==> config.mk <==
export PLATFORM = sky130hd
export DESIGN_NAME = port_pin_alternate_override
export DESIGN_NICKNAME = d
export VERILOG_FILES = /design/src/logic/port_override_pkg.sv /design/src/logic/port_pin_alternate_override.sv
export SDC_FILE = /design/constraint.sdc
export NUM_CORES = 1
export LEC_CHECK = 0
export ABC_CLOCK_PERIOD_IN_PS = 3700
export BUFFER_PORTS_ARGS = -buffer_cell sky130_fd_sc_hd__buf_2
export CAP_MARGIN = 20
export CORE_MARGIN = 8
export CORE_UTILIZATION = 30
export CTS_CLUSTER_SIZE = 25
export DETAILED_ROUTE_END_ITERATION = 7
export PLACE_DENSITY = 0.56
export SLEW_MARGIN = 20
export SYNTH_ARGS = -nofsm -noshare
export SYNTH_HDL_FRONTEND = slang
export SYNTH_SLANG_ARGS = --single-unit
==> constraint.sdc <==
create_clock -name core_clk -period 3.7 [get_ports core_clk]
set_input_delay 0.925 -clock core_clk [delete_from_list [all_inputs] [get_ports core_clk]]
set_output_delay 0.925 -clock core_clk [all_outputs]
set_load 0.05 [all_outputs]
==> src/logic/port_override_pkg.sv <==
// Purpose: Constants for the port pin override block
// Assumes: AXI4-Lite register access, 32-bit data
// Notes:   Offsets are byte addresses, except OFF_MCU_CONTROL_IDX, which is a word index
package port_override_pkg;
    localparam int          ADDR_W          = 8;
    // Control register index counts words: byte address is four times it
    localparam logic [7:0]  OFF_MCU_CONTROL = 8'hD4;
    localparam logic [7:0]  OFF_PORT_OUT    = 8'h00;
    localparam logic [7:0]  OFF_PORT_DIR    = 8'h04;
    localparam logic [7:0]  OFF_PORT_PIN    = 8'h08;
    localparam logic [7:0]  OFF_SLEEP_CTL   = 8'h0C;
    localparam logic [7:0]  OFF_MCU_CONTROL_IDX = 8'h35;
    localparam logic [7:0]  MCU_CONTROL_RST = 8'h00;
    localparam logic [7:0]  MCU_CONTROL_WMASK = 8'h93;
    localparam int          BIT_PUD         = 4;
    localparam int          BIT_DEBUG_DIS   = 7;
    localparam int          BIT_VEC_SEL     = 1;
    localparam int          BIT_VEC_CHG     = 0;
    localparam logic [1:0]  RESP_OKAY       = 2'h0;
    localparam logic [1:0]  RESP_SLVERR     = 2'h2;
endpackage

==> src/logic/port_pin_alternate_override.sv <==
// Purpose: One I/O port with alternate function override muxes and control regs
// Assumes: Pad level arrives asynchronously; override signals are same-clock logic
// Notes:   Registers on AXI4-Lite; pull-ups forced off while reset is held
//
// Functional notes
// - Pull-up override enable set: pull-up follows override value only.
// - Otherwise pull-up on only when direction=0, output bit=1, global disable=0.
// - Driver enable follows direction override value when enabled, else direction bit.
// - Direction override value one enables driver, zero disables it.
// - Value override enabled: driven level is the override value.
// - Value override disabled: driven level is the output register bit.
// - Value override enabled: driven level equals override value regardless of output register bit.
// - Toggle override enable inverts the output register bit.
// - Input enable override enable set: input enable is the override value.
// - Otherwise input enable is on when awake, off in clamping sleep.
// - Input override value one enables input, zero disables, any sleep state.
// - Alternate functions receive the raw, unsynchronised gated input.
// - Analog path ties straight to the pad, usable both ways.
// - Pull-ups are held off during reset.
// - Strobes are per port; clock, sleep and global disable are shared.
// - Control register resets to zero, disable in bit 4, bits 7,4,1,0 writable.
// - Global disable turns off pull-ups requested by direction and output bits.
// - Direction bit one makes pin an output, zero an input.
// - Writing one to pin input bit toggles the output bit.
//
// Local design decision: register access over AXI4-Lite.
`timescale 1ns/1ps
module port_pin_alternate_override #(
    parameter int PIN_COUNT = 8
) (
    // Clock and reset
    input  wire logic                 core_clk,
    input  wire logic                 rst_b,
    // AXI4-Lite write address, data and response
    input  wire logic [7:0]           s_axi_awaddr,
    input  wire logic                 s_axi_awvalid,
    output logic                      s_axi_awready,
    input  wire logic [31:0]          s_axi_wdata,
    input  wire logic [3:0]           s_axi_wstrb,
    input  wire logic                 s_axi_wvalid,
    output logic                      s_axi_wready,
    output logic [1:0]                s_axi_bresp,
    output logic                      s_axi_bvalid,
    input  wire logic                 s_axi_bready,
    // AXI4-Lite read
    input  wire logic [7:0]           s_axi_araddr,
    input  wire logic                 s_axi_arvalid,
    output logic                      s_axi_arready,
    output logic [31:0]               s_axi_rdata,
    output logic [1:0]                s_axi_rresp,
    output logic                      s_axi_rvalid,
    input  wire logic                 s_axi_rready,
    // Sleep controller clamp request, shared by all ports
    input  wire logic                 sleepClamp,
    // Alternate-function overrides, one bit per pin
    input  wire logic [PIN_COUNT-1:0] pullupOverrideEn,
    input  wire logic [PIN_COUNT-1:0] pullupOverrideVal,
    input  wire logic [PIN_COUNT-1:0] dirOverrideEn,
    input  wire logic [PIN_COUNT-1:0] dirOverrideVal,
    input  wire logic [PIN_COUNT-1:0] valueOverrideEn,
    input  wire logic [PIN_COUNT-1:0] valueOverrideVal,
    input  wire logic [PIN_COUNT-1:0] toggleOverrideEn,
    input  wire logic [PIN_COUNT-1:0] inputEnableOverrideEn,
    input  wire logic [PIN_COUNT-1:0] inputEnableOverrideVal,
    // Pads: input level and drive controls (oe low drives)
    input  wire logic [PIN_COUNT-1:0] padIn,
    output logic      [PIN_COUNT-1:0] padOut,
    output logic      [PIN_COUNT-1:0] padOe_b,
    output logic      [PIN_COUNT-1:0] padPullup,
    // To alternate functions
    output logic      [PIN_COUNT-1:0] rawDigitalIn,
    output logic      [PIN_COUNT-1:0] digitalInEnable,
    // Control register bits for other blocks
    output logic                      globalPullupDisable,
    output logic                      debugPortDisable,
    output logic                      vectorTableSelect,
    output logic                      vectorChangeEnable
);
    // Elaboration check on the pin count
    if (PIN_COUNT < 1 || PIN_COUNT > 8) begin : gBadPinCount
        $error("PIN_COUNT must be 1..8");
    end

    logic                 rstMeta;
    logic                 rstSync;
    logic [7:0]           mcuControl;
    logic [PIN_COUNT-1:0] pinOutputBit;
    logic [PIN_COUNT-1:0] pinDirectionBit;
    logic [PIN_COUNT-1:0] padMeta;
    logic [PIN_COUNT-1:0] pinInputBit;
    logic [PIN_COUNT-1:0] driverEn;
    logic                 wrFire;
    logic                 awHeld;
    logic                 wHeld;
    logic [7:0]           awAddrHeld;
    logic [31:0]          wDataHeld;
    logic [3:0]           wStrbHeld;
    logic [7:0]           wrAddr;
    logic [31:0]          wrData;
    logic                 wrLane0;
    logic                 portOutWriteStrobe;
    logic                 pinToggleWriteStrobe;
    logic                 dirWriteStrobe;
    logic                 ctlWriteStrobe;

    // Map an address to its register; unmapped decodes as not valid
    function automatic logic addrMapped(input logic [7:0] a);
        addrMapped = (a == port_override_pkg::OFF_PORT_OUT) ||
                     (a == port_override_pkg::OFF_PORT_DIR) ||
                     (a == port_override_pkg::OFF_PORT_PIN) ||
                     (a == port_override_pkg::OFF_MCU_CONTROL);
    endfunction

    // Reset release synchroniser
    always_ff @(posedge core_clk or negedge rst_b) begin
        if (!rst_b) begin
            rstMeta <= 1'b0;
            rstSync <= 1'b0;
        end else begin
            rstMeta <= 1'b1;
            rstSync <= rstMeta;
        end
    end

    // Write channel capture, address and data in either order
    assign s_axi_awready = !awHeld && !s_axi_bvalid;
    assign s_axi_wready  = !wHeld && !s_axi_bvalid;
    assign wrAddr  = awHeld ? awAddrHeld : s_axi_awaddr;
    assign wrData  = wHeld ? wDataHeld : s_axi_wdata;
    assign wrLane0 = wHeld ? wStrbHeld[0] : s_axi_wstrb[0];
    assign wrFire  = (awHeld || (s_axi_awvalid && s_axi_awready)) &&
                     (wHeld || (s_axi_wvalid && s_axi_wready)) && !s_axi_bvalid;

    always_ff @(posedge core_clk or negedge rstSync) begin
        if (!rstSync) begin
            awHeld     <= 1'b0;
            wHeld      <= 1'b0;
            awAddrHeld <= 8'h00;
            wDataHeld  <= 32'h0000_0000;
            wStrbHeld  <= 4'h0;
            s_axi_bvalid <= 1'b0;
            s_axi_bresp  <= port_override_pkg::RESP_OKAY;
        end else begin
            if (wrFire) begin
                awHeld <= 1'b0;
                wHeld  <= 1'b0;
                s_axi_bvalid <= 1'b1;
                s_axi_bresp  <= addrMapped(wrAddr) ? port_override_pkg::RESP_OKAY
                                                   : port_override_pkg::RESP_SLVERR;
            end else begin
                if (s_axi_awvalid && s_axi_awready) begin
                    awHeld     <= 1'b1;
                    awAddrHeld <= s_axi_awaddr;
                end
                if (s_axi_wvalid && s_axi_wready) begin
                    wHeld     <= 1'b1;
                    wDataHeld <= s_axi_wdata;
                    wStrbHeld <= s_axi_wstrb;
                end
                if (s_axi_bvalid && s_axi_bready) begin
                    s_axi_bvalid <= 1'b0;
                end
            end
        end
    end

    // Port-wide write strobes, shared by all pins of the port
    assign portOutWriteStrobe   = wrFire && wrLane0 &&
                                  (wrAddr == port_override_pkg::OFF_PORT_OUT);
    assign pinToggleWriteStrobe = wrFire && wrLane0 &&
                                  (wrAddr == port_override_pkg::OFF_PORT_PIN);
    assign dirWriteStrobe       = wrFire && wrLane0 &&
                                  (wrAddr == port_override_pkg::OFF_PORT_DIR);
    assign ctlWriteStrobe       = wrFire && wrLane0 &&
                                  (wrAddr == port_override_pkg::OFF_MCU_CONTROL);

    // Control register, only writable bits change
    always_ff @(posedge core_clk or negedge rstSync) begin
        if (!rstSync) begin
            mcuControl <= port_override_pkg::MCU_CONTROL_RST;
        end else if (ctlWriteStrobe) begin
            mcuControl <= wrData[7:0] & port_override_pkg::MCU_CONTROL_WMASK;
        end
    end
    assign globalPullupDisable = mcuControl[port_override_pkg::BIT_PUD];
    assign debugPortDisable    = mcuControl[port_override_pkg::BIT_DEBUG_DIS];
    assign vectorTableSelect   = mcuControl[port_override_pkg::BIT_VEC_SEL];
    assign vectorChangeEnable  = mcuControl[port_override_pkg::BIT_VEC_CHG];

    // Direction register
    always_ff @(posedge core_clk or negedge rstSync) begin
        if (!rstSync) begin
            pinDirectionBit <= '0;
        end else if (dirWriteStrobe) begin
            pinDirectionBit <= wrData[PIN_COUNT-1:0];
        end
    end

    // Output register: write, pin-bit toggle and alternate toggle
    always_ff @(posedge core_clk or negedge rstSync) begin
        if (!rstSync) begin
            pinOutputBit <= '0;
        end else if (portOutWriteStrobe) begin
            pinOutputBit <= wrData[PIN_COUNT-1:0] ^ toggleOverrideEn;
        end else begin
            pinOutputBit <= pinOutputBit ^ toggleOverrideEn ^
                (pinToggleWriteStrobe ? wrData[PIN_COUNT-1:0] : '0);
        end
    end

    // Per-pin override muxes, purely combinational
    // Analog path joins the pad outside these muxes, usable both ways
    genvar gi;
    generate
        for (gi = 0; gi < PIN_COUNT; gi++) begin : gPin
            assign driverEn[gi] = dirOverrideEn[gi] ? dirOverrideVal[gi]
                                                    : pinDirectionBit[gi];
            assign padOe_b[gi]  = !driverEn[gi];
            assign padOut[gi]   = valueOverrideEn[gi] ? valueOverrideVal[gi]
                                                      : pinOutputBit[gi];
            assign padPullup[gi] = rstSync && (pullupOverrideEn[gi]
                ? pullupOverrideVal[gi]
                : ({pinDirectionBit[gi], pinOutputBit[gi], globalPullupDisable}
                   == 3'b010));
            assign digitalInEnable[gi] = inputEnableOverrideEn[gi]
                ? inputEnableOverrideVal[gi]
                : !sleepClamp;
            // Clamped level after the input stage, unsynchronised
            assign rawDigitalIn[gi] = padIn[gi] && digitalInEnable[gi];
        end
    endgenerate

    // Pin read synchroniser
    always_ff @(posedge core_clk or negedge rstSync) begin
        if (!rstSync) begin
            padMeta     <= '0;
            pinInputBit <= '0;
        end else begin
            padMeta     <= rawDigitalIn;
            pinInputBit <= padMeta;
        end
    end

    // Read channel, one read under way
    assign s_axi_arready = !s_axi_rvalid;
    always_ff @(posedge core_clk or negedge rstSync) begin
        if (!rstSync) begin
            s_axi_rvalid <= 1'b0;
            s_axi_rdata  <= 32'h0000_0000;
            s_axi_rresp  <= port_override_pkg::RESP_OKAY;
        end else if (s_axi_arvalid && s_axi_arready) begin
            s_axi_rvalid <= 1'b1;
            s_axi_rresp  <= port_override_pkg::RESP_OKAY;
            s_axi_rdata  <= 32'h0000_0000;
            case (s_axi_araddr)
                port_override_pkg::OFF_PORT_OUT:
                    s_axi_rdata[PIN_COUNT-1:0] <= pinOutputBit;
                port_override_pkg::OFF_PORT_DIR:
                    s_axi_rdata[PIN_COUNT-1:0] <= pinDirectionBit;
                port_override_pkg::OFF_PORT_PIN:
                    s_axi_rdata[PIN_COUNT-1:0] <= pinInputBit;
                port_override_pkg::OFF_MCU_CONTROL:
                    s_axi_rdata[7:0] <= mcuControl;
                default:
                    s_axi_rresp <= port_override_pkg::RESP_SLVERR;
            endcase
        end else if (s_axi_rready) begin
            s_axi_rvalid <= 1'b0;
        end
    end

    // Checks
    AST_PULLUP_OVR: assert property (@(posedge core_clk) disable iff (!rstSync)
        pullupOverrideEn[0] |-> padPullup[0] == pullupOverrideVal[0])
        else $error("pull-up ignores override");
    AST_PULLUP_REG: assert property (@(posedge core_clk) disable iff (!rstSync)
        !pullupOverrideEn[0] |-> padPullup[0] == (!pinDirectionBit[0] &&
            pinOutputBit[0] && !globalPullupDisable))
        else $error("pull-up decode wrong");
    AST_PUD_OFF: assert property (@(posedge core_clk) disable iff (!rstSync)
        (globalPullupDisable && !pullupOverrideEn[0]) |-> !padPullup[0])
        else $error("global disable ignored");
    AST_DRIVER: assert property (@(posedge core_clk) disable iff (!rstSync)
        padOe_b[0] == !(dirOverrideEn[0] ? dirOverrideVal[0] : pinDirectionBit[0]))
        else $error("driver enable wrong");
    AST_VALUE: assert property (@(posedge core_clk) disable iff (!rstSync)
        valueOverrideEn[0] |-> padOut[0] == valueOverrideVal[0])
        else $error("value override ignored");
    AST_TOGGLE: assert property (@(posedge core_clk) disable iff (!rstSync)
        (toggleOverrideEn[0] && !portOutWriteStrobe && !pinToggleWriteStrobe)
        |=> pinOutputBit[0] != $past(pinOutputBit[0]))
        else $error("toggle missed");
    AST_DIE: assert property (@(posedge core_clk) disable iff (!rstSync)
        digitalInEnable[0] == (inputEnableOverrideEn[0] ?
            inputEnableOverrideVal[0] : !sleepClamp))
        else $error("input enable wrong");
    AST_CTL_MASK: assert property (@(posedge core_clk) disable iff (!rstSync)
        ctlWriteStrobe |=> mcuControl ==
            ($past(wrData[7:0]) & port_override_pkg::MCU_CONTROL_WMASK))
        else $error("control write mask wrong");
    AST_RST_PULLUP: assert property (@(posedge core_clk)
        !rstSync |-> padPullup == '0)
        else $error("pull-up during reset");
endmodule

### Yosys cells after proc, flatten, opt, wreduce, memory -nomap -nowiden

Index checks and enable logic that the tools add are counted.

| cells by class | value |
|---|---|
| equality and inequality tests | 14 |
| reduce and logical (&&, ||, !) cells | 56 |
| muxes and demuxes | 48 |
| bitwise logic cells | 4 |

Operators by type and width:

| operator | count |
|---|---|
| $mux 1 | 41 |
| $mux 8 | 4 |
| $pmux 8 s4 | 1 |
| $logic_and 1x1->1 | 29 |
| $eq 3x2->1 const B | 8 |
| $xor 8x8->8 | 3 |
| $eq 8x3->1 const B | 2 |
| $eq 8x4->1 const B | 2 |
| $eq 8x8->1 const B | 2 |
| $logic_not 8->1 | 2 |
| $logic_not 1->1 | 13 |
| $reduce_bool 2->1 | 4 |
| $logic_or 1x1->1 | 5 |
| $mux 2 | 2 |
| $reduce_and 2->1 | 2 |
| $reduce_or 4->1 | 1 |
| $not 1->1 | 1 |

| word-level totals | value |
|---|---|
| logic and storage cells | 139 |
| input bits | 140 |
| bits in registers | 71 |

### Depth between registers and ports, before layout

Gate-level depths: netlist of the first run.

| depth | value |
|---|---|
| word-level depth | 11 |
| gate-level depth with buffers | 8 |

### Least setup slack after synthesis of the first run

OpenSTA, ideal clock, no wires.

| timing | value |
|---|---|
| kind | reg2out |
| start | register rstSync |
| end | output port padPullup[0] |
| setup slack | 108 ps |
| path buffers | 0 |
| stages on the path, launching flop included | 2 |
| arrival time | 2,667 ps |
| cell sequence | dfrtp_1 -> nor2b_1 |

| on the way | value |
|---|---|
| word-level cells in the longest chain between the ends | 1 |

Ends and longest elaborated chain:

| item | line | text |
|---|---|---|
| start, declared | port_pin_alternate_override.sv:85 | `logic rstSync;` |
| start signal, assigned | port_pin_alternate_override.sv:121 | `rstSync <= rstMeta;` |
| $logic_and 1x1->1 | port_pin_alternate_override.sv:221 | `assign padPullup[gi] = rstSync && (pullupOverrideEn[gi]` |
| end, declared | port_pin_alternate_override.sv:69 | `output logic [PIN_COUNT-1:0] padPullup,` |

No other way between the ends.

### Worst setup path after layout of the first run

| timing | value |
|---|---|
| start | input port sleepClamp |
| end | output port rawDigitalIn[2] |

| on the way | value |
|---|---|
| word-level cells in the longest chain between the ends | 3 |

Ends and longest elaborated chain:

| item | line | text |
|---|---|---|
| start, declared | port_pin_alternate_override.sv:54 | `input wire logic sleepClamp,` |
| $logic_not 1->1 | port_pin_alternate_override.sv:227 | `: !sleepClamp;` |
| $mux 1 | port_pin_alternate_override.sv:226 | `? inputEnableOverrideVal[gi]` |
| $logic_and 1x1->1 | port_pin_alternate_override.sv:229 | `assign rawDigitalIn[gi] = padIn[gi] && digitalInEnable[gi];` |
| end, declared | port_pin_alternate_override.sv:71 | `output logic [PIN_COUNT-1:0] rawDigitalIn,` |

No other way between the ends.

==> impl_metrics.ini, run 1 <==
[outcome]
status = finished, final reports clean

[logic_synthesis]
yosys.cell_types.count = 40
synth-seq-cells = 69
async_reset_ff_share_pct = 100
yosysSeqAreaShare_pct = 44.9
synth.most_common_cell = dfrtp_1
syn_inst = 351
ys.flop_type = dfrtp_1
synth.avg_cell_area_um2 = 11.0
synth.largest_area_cell = dfrtp_1
syn-cell-area_um2 = 3850
synth_commonest_cells = dfrtp_1, mux2_2, buf_4
yosysWarnings = 0
synth_area_leaders = dfrtp_1, mux2_2, mux2i_1
synth_top_area_share_pct = 44.9
synth_edf_count = 0

[pwr]
clkPwrFrac_pct = 27.1
internal_power_mw = 2.03
seqPwrFrac_pct = 35.7
pwr-share-comb_pct = 37.2
swShare_pct = 39.9
peakVddDrop_v = 0.000230
total_power_mw = 3.38
power_density_nw_per_um2 = 665
cellLeakagePower_nw = 2.45
power.switching_mw = 1.35

[final_layout]
antennaDiodeCount = 0
seq_area_um2 = 1730
nFillCells = 1240
fin_nets = 662
multi_input_area_um2 = 1930
syn_to_final_growth_pct = 32.0
postLayoutCoreUtil_pct = 40.4
drive_gt1_share_pct = 45.2

[setup_path]
cp.required_ns = 2.77
critPathCaptureType = output port
start_kind = input pin
crit_fanout = 8
cp.arrival_ns = 1.79
path_class = input pin to output port

[sta]
final.min_clock_period_ns = 2.72
rsz0062_at_grt = false
skew_ns = 0.00588
finalCritPeriodShare_pct = 73.4
worst_pin_slew_ns = 0.788
slew_viol_final = 0
setup_violations = 0
timing.fmax_ghz = 0.368
fin_setup_tns_ns = 0
slew_headroom_pct = 47.5
hold_viol_final = 0

[route]
routedWlPerCell_um = 17.0
avgViaCountPerCell = 4.72
drt_drc_violations_left = 0
vias = 3296
antenna_left = 0
drtIter0Drc = 93
dr.pass1.iters = 4
routed_wl_um = 11900

[floorplan]
io_pins = 225
die_area_um2 = 16700
initial_utilization_pct = 30.6
core_um2 = 12600
floorplan.rows = 41
fp.dieW_um = 129
die_y_um = 129

[grt]
grt_max_degree = 44
grt_pass1_wl_um = 17900
antenna_found_initial = 3
first_global_vias = 3350
overflow = 0
grt_usage_pct = 13.8

[clock_tree]
clock_latency_ns = 0.33
cts.repair.resized = 0
clk_pin_slew_ns = 0.06
cts_hold_buf = 0
cts_buffers = 9
tritoncts = yes
cts_root_buffer = clkbuf_16
post_cts_buffers = 0
cts_sinks = 69
htreeDepth = 3
ctsLongestPathBuffers = 2

[placed_design]
gp_congestion = 0.812
io_buffers = 171
dp_hpwl_um = 9590

[worst_hold_path]
hp-class = register to async pin

[flow_run]
maxCapViolCount = 0
==> logic make-up after synthesis <==
group           count (synthesis)  share of synthesized area [%]
mux                            65                           20.5
simple gates                   99                           14.7
other cells                     2                          0.195
buf+inv                        42                           7.42
compound gates                 66                           10.5
flops                          69                           44.9
xor+xnor                        8                           1.82
==> state kept, by name (all words and copies together), names as in the netlist, 4 cells and up <==
signal	flops
awAddrHeld	8
mcuControl	4
padMeta	8
pinDirectionBit	8
pinInputBit	8
pinOutputBit	8
s_axi_rdata	8
wDataHeld	8
==> critical path: stages <==
cell	delay [ns]
buf_2	0.15
o21ai_0	0.22
and2_1	0.21
buf_2	0.28
==> routing by layer <==
metal | vias up | part of all wire, % | global-route usage, %
li1 | 1579 | - | -
met1 | 1580 | 40 | 16.5
met2 | 120 | 50 | 23.1
met3 | 11 | 9.0 | 4.64
met4 | 6 | 1.0 | 3.94
met5 | - | 0.24 | 0
==> path summary, 6_finish.rpt <==
kind	from	endpoint	slack, ns	cells after the start
setup reg to reg	awHeld$_DFFE_PN0P_	pinDirectionBit[7]$_DFFE_PN0P_	1.12	4
min in group core_clk	rstMeta$_DFF_PN0_	rstSync$_DFF_PN0_	0.35	0
setup / recovery	sleepClamp	rawDigitalIn[2]	0.98	4
hold reg to reg	rstSync$_DFF_PN0_	s_axi_rdata[1]$_DFFE_PN0P_	0.31	0
hold / removal	rstSync$_DFF_PN0_	s_axi_rdata[1]$_DFFE_PN0P_	0.31	0
max in group asynchronous	rstSync$_DFF_PN0_	awAddrHeld[6]$_DFFE_PN0P_	2.56	1
==> power groups by stage <==
stage / clock network, mW / registers, mW / logic, mW
4_1_cts: 0.943 / 1.21 / 1.27
6_report: 0.917 / 1.20 / 1.26
5_1_grt: 0.987 / 1.25 / 1.35
3_3_place_gp: 0 / 1.21 / 1.24
2_1_floorplan: 0 / 1.13 / 1.04
3_5_place_dp: 0 / 1.22 / 1.26
==> area by class of cell <==
cell class	instances	area share (%)
clock buffers	9	4.43
clock inverters	7	1.92
inverters	5	0.370
multi-input cells	265	38.0
flip-flops and latches	69	34.1
well taps	172	4.24
repair buffers	172	17.0
==> stage by stage <==
stage	hold slack, ns	cells	setup slack [ns]	area [µm²]
CTS	0.332	699	0.971	5080
floorplan	0.331	376	0.108	3940
global route	0.352	699	0.853	5080
finish	0.312	699	0.984	5080
global placement	0.326	683	1.03	4760
detailed placement	0.325	683	0.972	4760
==> cell usage in the layout (no fill, tap or decap), types with 2 or more instances in the layout <==
| cell type | netlist | final |
|---|---|---|
| clkinvlp_4 | 0 | 2 |
| bufinv_16 | 0 | 2 |
| nor4b_1 | 11 | 11 |
| nor2_1 | 10 | 10 |
| nand3_1 | 4 | 4 |
| nand3b_1 | 3 | 3 |
| mux4_2 | 7 | 7 |
| dfrtp_1 | 69 | 68 |
| nor2b_1 | 11 | 11 |
| nand2b_1 | 2 | 2 |
| clkbuf_16 | 0 | 9 |
| mux2i_1 | 21 | 21 |
| xnor2_1 | 8 | 8 |
| a22oi_1 | 4 | 4 |
| nand4_1 | 6 | 6 |
| o21ai_0 | 21 | 21 |
| buf_2 | 3 | 171 |
| inv_6 | 0 | 2 |
| and2_1 | 8 | 8 |
| a22o_1 | 9 | 9 |
| nand2_1 | 26 | 26 |
| nor3_1 | 11 | 11 |
| and3_1 | 2 | 2 |
| o21ai_1 | 5 | 5 |
| inv_1 | 5 | 5 |
| a21oi_1 | 15 | 15 |
| o22ai_1 | 6 | 6 |
| conb_1 | 2 | 27 |
| mux2_2 | 36 | 36 |
(Power assumes the default switching activity.)
==> inputs of run 2 (changes only) <==
--- a/config.mk
+++ b/config.mk
@@ -5,7 +5,7 @@
 export SDC_FILE = /design/constraint.sdc
 export NUM_CORES = 1
 export LEC_CHECK = 0
-export ABC_CLOCK_PERIOD_IN_PS = 3700
+export ABC_CLOCK_PERIOD_IN_PS = 2500
 export BUFFER_PORTS_ARGS = -buffer_cell sky130_fd_sc_hd__buf_2
 export CAP_MARGIN = 20
 export CORE_MARGIN = 8
==> constraint.sdc (replaced) <==
create_clock -name core_clk -period 2.5 [get_ports core_clk]
set_input_delay 0.625 -clock core_clk [delete_from_list [all_inputs] [get_ports core_clk]]
set_output_delay 0.625 -clock core_clk [all_outputs]
set_load 0.05 [all_outputs]
==> run 2 against run 1 <==
Effect of this change:
- largest cell class unchanged
- critical endpoint is now padPullup[3]
- clock-buffer cell count unchanged
- utilization rose by 0.46 points
- first-iteration DRC count rose by 54%
- largest power group unchanged
- wire length fell by 2.3%
==> impl_metrics.ini, run 2 (synthesis results as in run 1) <==
[sta]
rsz0062_at_grt = false
worst_pin_slew_ns = 0.533
hold_viol_final = 0
setup_violations = 0
slew_viol_final = 0
skew_ns = 0.00936
slew_headroom_pct = 64.5
timing.hold.ws_ns = 0.0701
finalCritPeriodShare_pct = 94.0
final.min_clock_period_ns = 2.35
timing.fmax_ghz = 0.425
fin_setup_tns_ns = 0

[setup_path]
timing.rr.start = awHeld$_DFFE_PN0P_
cp.arrival_ns = 1.73
cp_slowest_cell = dfrtp_1
critPathTopFamily = flip-flops
critPathCaptureType = output port
start_kind = register
ff2ff_path_depth = 5
cp_slowest_stage_delay_ns = 0.56
r2r_end = pinOutputBit[7]$_DFF_PN0_
critical_path_buf_inv_count = 1
crit_fanout = 11
path_cells = nor4b_1 -> a21oi_1 -> nor2b_1 -> buf_2
cp.required_ns = 1.88
r2r_slack_ns = 0.39
path_class = register to output port

[outcome]
status = finished, final reports clean

[clock_tree]
htreeDepth = 3
clock_latency_ns = 0.33
post_cts_buffers = 0
tritoncts = yes
cts_hold_buf = 0
cts_buffers = 9
ctsLongestPathBuffers = 2
cts_root_buffer = clkbuf_16
clk_pin_slew_ns = 0.06
cts_sinks = 69

[route]
vias = 3305
dr.pass1.iters = 5
drt_drc_violations_left = 0
antenna_left = 0
avgViaCountPerCell = 4.69
routed_wl_um = 11600
drtIter0Drc = 143
routedWlPerCell_um = 16.5

[grt]
grt_pass1_wl_um = 17500
grt_max_degree = 42
antenna_found_initial = 1
grt_usage_pct = 13.5
first_global_vias = 3393
overflow = 0

[final_layout]
syn_to_final_growth_pct = 33.5
antennaDiodeCount = 0
drive_gt1_share_pct = 47.5
layout.cells.non_filler = 705
final_cell_mix = buf_2, dfrtp_1, mux2_2
final_common_cell = buf_2
fin_nets = 668
nFillCells = 1226
fin_area_um2 = 5140

[pwr]
power_density_nw_per_um2 = 958
peakVddDrop_v = 0.000296
total_power_mw = 4.92
swShare_pct = 40.4
clkPwrFrac_pct = 25.6
internal_power_mw = 2.93
power.switching_mw = 1.99
pwr-share-comb_pct = 39.6
seqPwrFrac_pct = 34.8
cellLeakagePower_nw = 2.49

[floorplan]
floorplan.rows = 41
die_y_um = 129
core_um2 = 12600
initial_utilization_pct = 30.6
fp.dieW_um = 129
io_pins = 225
die_area_um2 = 16700

[placed_design]
dp_hpwl_um = 9460
dp.cells = 689
io_buffers = 171
placed_area_um2 = 4830
gp_congestion = 0.880

[flow_run]
maxCapViolCount = 0

[worst_hold_path]
hp-class = input pin to async pin
run 2: worst max-delay path by stage:
| stage | depth (start not counted) | end | from | slack (ns) |
|---|---|---|---|---|
| finish | 4 | padPullup[3] | mcuControl[4]$_DFFE_PN0P_ | 0.15 |
| global route | 4 | padPullup[0] | mcuControl[4]$_DFFE_PN0P_ | 0.01 |
| CTS | 4 | padPullup[3] | mcuControl[4]$_DFFE_PN0P_ | 0.13 |
| detailed placement | 6 | pinOutputBit[1]$_DFF_PN0_ | s_axi_awaddr[2] | 0.26 |
| global placement | 6 | pinOutputBit[1]$_DFF_PN0_ | s_axi_awaddr[2] | 0.26 |
| floorplan | 4 | padPullup[0] | mcuControl[4]$_DFFE_PN0P_ | 0.01 |
run 2: repair_timing:
item | CTS | global route
endpoints found under the hold margin | 0 | 0
endpoints found under the setup margin | 0 | 1
gates resized for setup | 0 | 1
run 2: metrics by stage:
stage / setup WS, ns / util, %
after floorplan: 0.0127 / -
after global placement: 0.263 / 38.4
after detailed placement: 0.263 / 38.4
after CTS: 0.132 / 40.8
after global routing: 0.0146 / 40.9
final: 0.149 / 40.9
run 2: cell type report:
| type | count | area, µm² | share of cell area (%) |
|---|---|---|---|
| inverter | 5 | 18.8 | 0.365 |
| sequential | 69 | 1730 | 33.7 |
| tap | 172 | 215 | 4.19 |
| clock buffer | 9 | 225 | 4.38 |
| clock inverter | 7 | 73.8 | 1.44 |
| timing repair buffer | 178 | 908 | 17.7 |
| multi-input combinational | 265 | 1960 | 38.2 |
run 2: worst reg2reg max path, stage by stage (launching register included):
cell	delay (ns)
dfrtp_1	0.53
mux2_2	0.38
or4_1	0.57
nor4b_1	0.30
a21oi_1	0.09
xnor2_1	0.13
run 2: per-layer routing:
metal  GRT usage, %  part of all wire, %  up-vias
li1               -                    -     1606
met1           16.3                   42     1553
met2           22.0                   48      123
met3           3.82                  7.9       21
met4           6.08                  2.1        2
met5              0                 0.12        -
run 2: power groups by stage:
| stage | Combinational (mW) | Sequential [mW] | Clock, mW |
|---|---|---|---|
| after floorplan | 1.55 | 1.67 | 0 |
| after global placement | 1.93 | 1.73 | 0 |
| after detailed placement | 1.96 | 1.74 | 0 |
| after CTS | 1.96 | 1.72 | 1.29 |
| after global routing | 2.09 | 1.76 | 1.34 |
| final | 1.95 | 1.71 | 1.26 |
==> inputs of run 3 (changes only) <==
--- a/config.mk
+++ b/config.mk
@@ -8,7 +8,6 @@
 export ABC_CLOCK_PERIOD_IN_PS = 2500
 export BUFFER_PORTS_ARGS = -buffer_cell sky130_fd_sc_hd__buf_2
 export CAP_MARGIN = 20
-export CORE_MARGIN = 8
 export CORE_UTILIZATION = 30
 export CTS_CLUSTER_SIZE = 25
 export DETAILED_ROUTE_END_ITERATION = 7
==> run 3 against run 2 <==
Effect of this change:
- hold slack better by 0.0025 ns
- critical path depth unchanged
- clock-buffer cell count stayed put
- register-to-register slack barely moved
- global-route usage rose by 2.4 points
- combinational power hardly changed
- clock skew is 0.0027 ns lower
- sequential share of layout area is 0.11 points lower
- worst setup slack better by 0.077 ns
- critical endpoint unchanged
- largest cell class unchanged
- largest power group unchanged
==> impl_metrics.ini, run 3 (synthesis results as in run 1) <==
[outcome]
status = finished, final reports clean

[sta]
setup_ws_ns = 0.226
final.min_clock_period_ns = 2.27
worst_pin_slew_ns = 0.608
skew_ns = 0.00661
hold_viol_final = 0
rsz0062_at_grt = false
finalCritPeriodShare_pct = 91.0
slew_headroom_pct = 59.5
fin_setup_tns_ns = 0
setup_violations = 0
timing.fmax_ghz = 0.440
slew_viol_final = 0

[clock_tree]
cts_hold_buf = 0
cts.repair.resized = 0
cts_sinks = 69
clk_pin_slew_ns = 0.06
tritoncts = yes
htreeDepth = 3
cts_buffers = 9
clock_latency_ns = 0.33
ctsLongestPathBuffers = 2
post_cts_buffers = 0
cts_root_buffer = clkbuf_16

[flow_run]
maxCapViolCount = 0

[floorplan]
io_pins = 225
die_y_um = 115
initial_utilization_pct = 31.4
die_area_um2 = 13300
core_um2 = 12300
fp.dieW_um = 115
floorplan.rows = 40

[placed_design]
io_buffers = 171
dp_hpwl_um = 8260
dp.cells = 685
placed_area_um2 = 4830
gp_congestion = 0.806
dp_slack_ns = 0.248

[setup_path]
crit_fanout = 11
path_class = register to output port
timing.rr.start = awHeld$_DFFE_PN0P_
critPathCaptureType = output port
r2r_slack_ns = 0.39
cp.arrival_ns = 1.65
start_kind = register
cp.required_ns = 1.88
ff2ff_path_depth = 5
r2r_end = pinOutputBit[4]$_DFF_PN0_

[final_layout]
drive_gt1_share_pct = 47.5
final_cell_mix = buf_2, dfrtp_1, mux2_2
fin_nets = 668
layout.cells.non_filler = 701
final_common_cell = buf_2
fin_area_um2 = 5160
antennaDiodeCount = 0
syn_to_final_growth_pct = 34.1

[route]
vias = 3321
dr.pass1.iters = 4
drt_drc_violations_left = 0
routedWlPerCell_um = 15.1
drtIter0Drc = 96
antenna_left = 0
routed_wl_um = 10600
avgViaCountPerCell = 4.74

[pwr]
total_power_mw = 5.08
cellLeakagePower_nw = 2.50
power_density_nw_per_um2 = 985
peakVddDrop_v = 0.000476

[grt]
grt_pass1_wl_um = 15700
grt_max_degree = 48
antenna_found_initial = 0
grt_usage_pct = 15.9
first_global_vias = 2945
overflow = 0

[worst_hold_path]
hp-class = input pin to async pin
-- run 3: cell count changes in the layout (fill, tap and decap cells not counted), sizes merged --
cell    delta
bufinv     +1
clkinv     -4
inv        +3
-- run 3: routing by layer --
metal / vias up / wire, µm / GRT usage [%]
li1: 1589 / - / -
met1: 1589 / 4690 / 21.2
met2: 138 / 5150 / 26.3
met3: 5 / 653 / 3.00
met4: 0 / 74 / 4.68
met5: - / 0 / 0
-- run 3: how the worst max path moves through the flow --
| stage | start | to | cells past startpoint |
|---|---|---|---|
| detailed placement | s_axi_awaddr[2] | pinOutputBit[7]$_DFF_PN0_ | 6 |
| global placement | s_axi_awaddr[2] | pinOutputBit[1]$_DFF_PN0_ | 6 |
| global route | mcuControl[4]$_DFFE_PN0P_ | padPullup[3] | 4 |
| floorplan | mcuControl[4]$_DFFE_PN0P_ | padPullup[0] | 4 |
| CTS | mcuControl[4]$_DFFE_PN0P_ | padPullup[1] | 4 |
| finish | mcuControl[4]$_DFFE_PN0P_ | padPullup[3] | 4 |
-- run 3: power by group --
group          internal, mW  leakage, nW  switching, mW
registers              1.40        0.873          0.302
clock network         0.891        0.159          0.519
logic                 0.769         1.46           1.20
-- run 3: final cells by class --
cell class | count | area (µm²)
multi-input cells | 265 | 1960
well taps | 168 | 210
inverters | 5 | 18.8
flip-flops and latches | 69 | 1730
clock inverters | 7 | 105
clock buffers | 9 | 225
repair buffers | 178 | 908
fillers | 1203 | 7100
-- run 3: through the flow --
step / hold slack, ns / utilization [%]
floorplan: 0.329 / -
global placement: 0.243 / 39.4
detailed placement: 0.249 / 39.4
CTS: 0.0636 / 42.1
global route: 0.0567 / 42.1
finish: 0.0726 / 42.1
-- run 3: worst max-delay path: stages (launching register included) --
cell	delay, ns
dfrtp_2	0.52
nor4b_1	0.36
a21oi_1	0.07
nor2b_1	0.11
buf_2	0.26
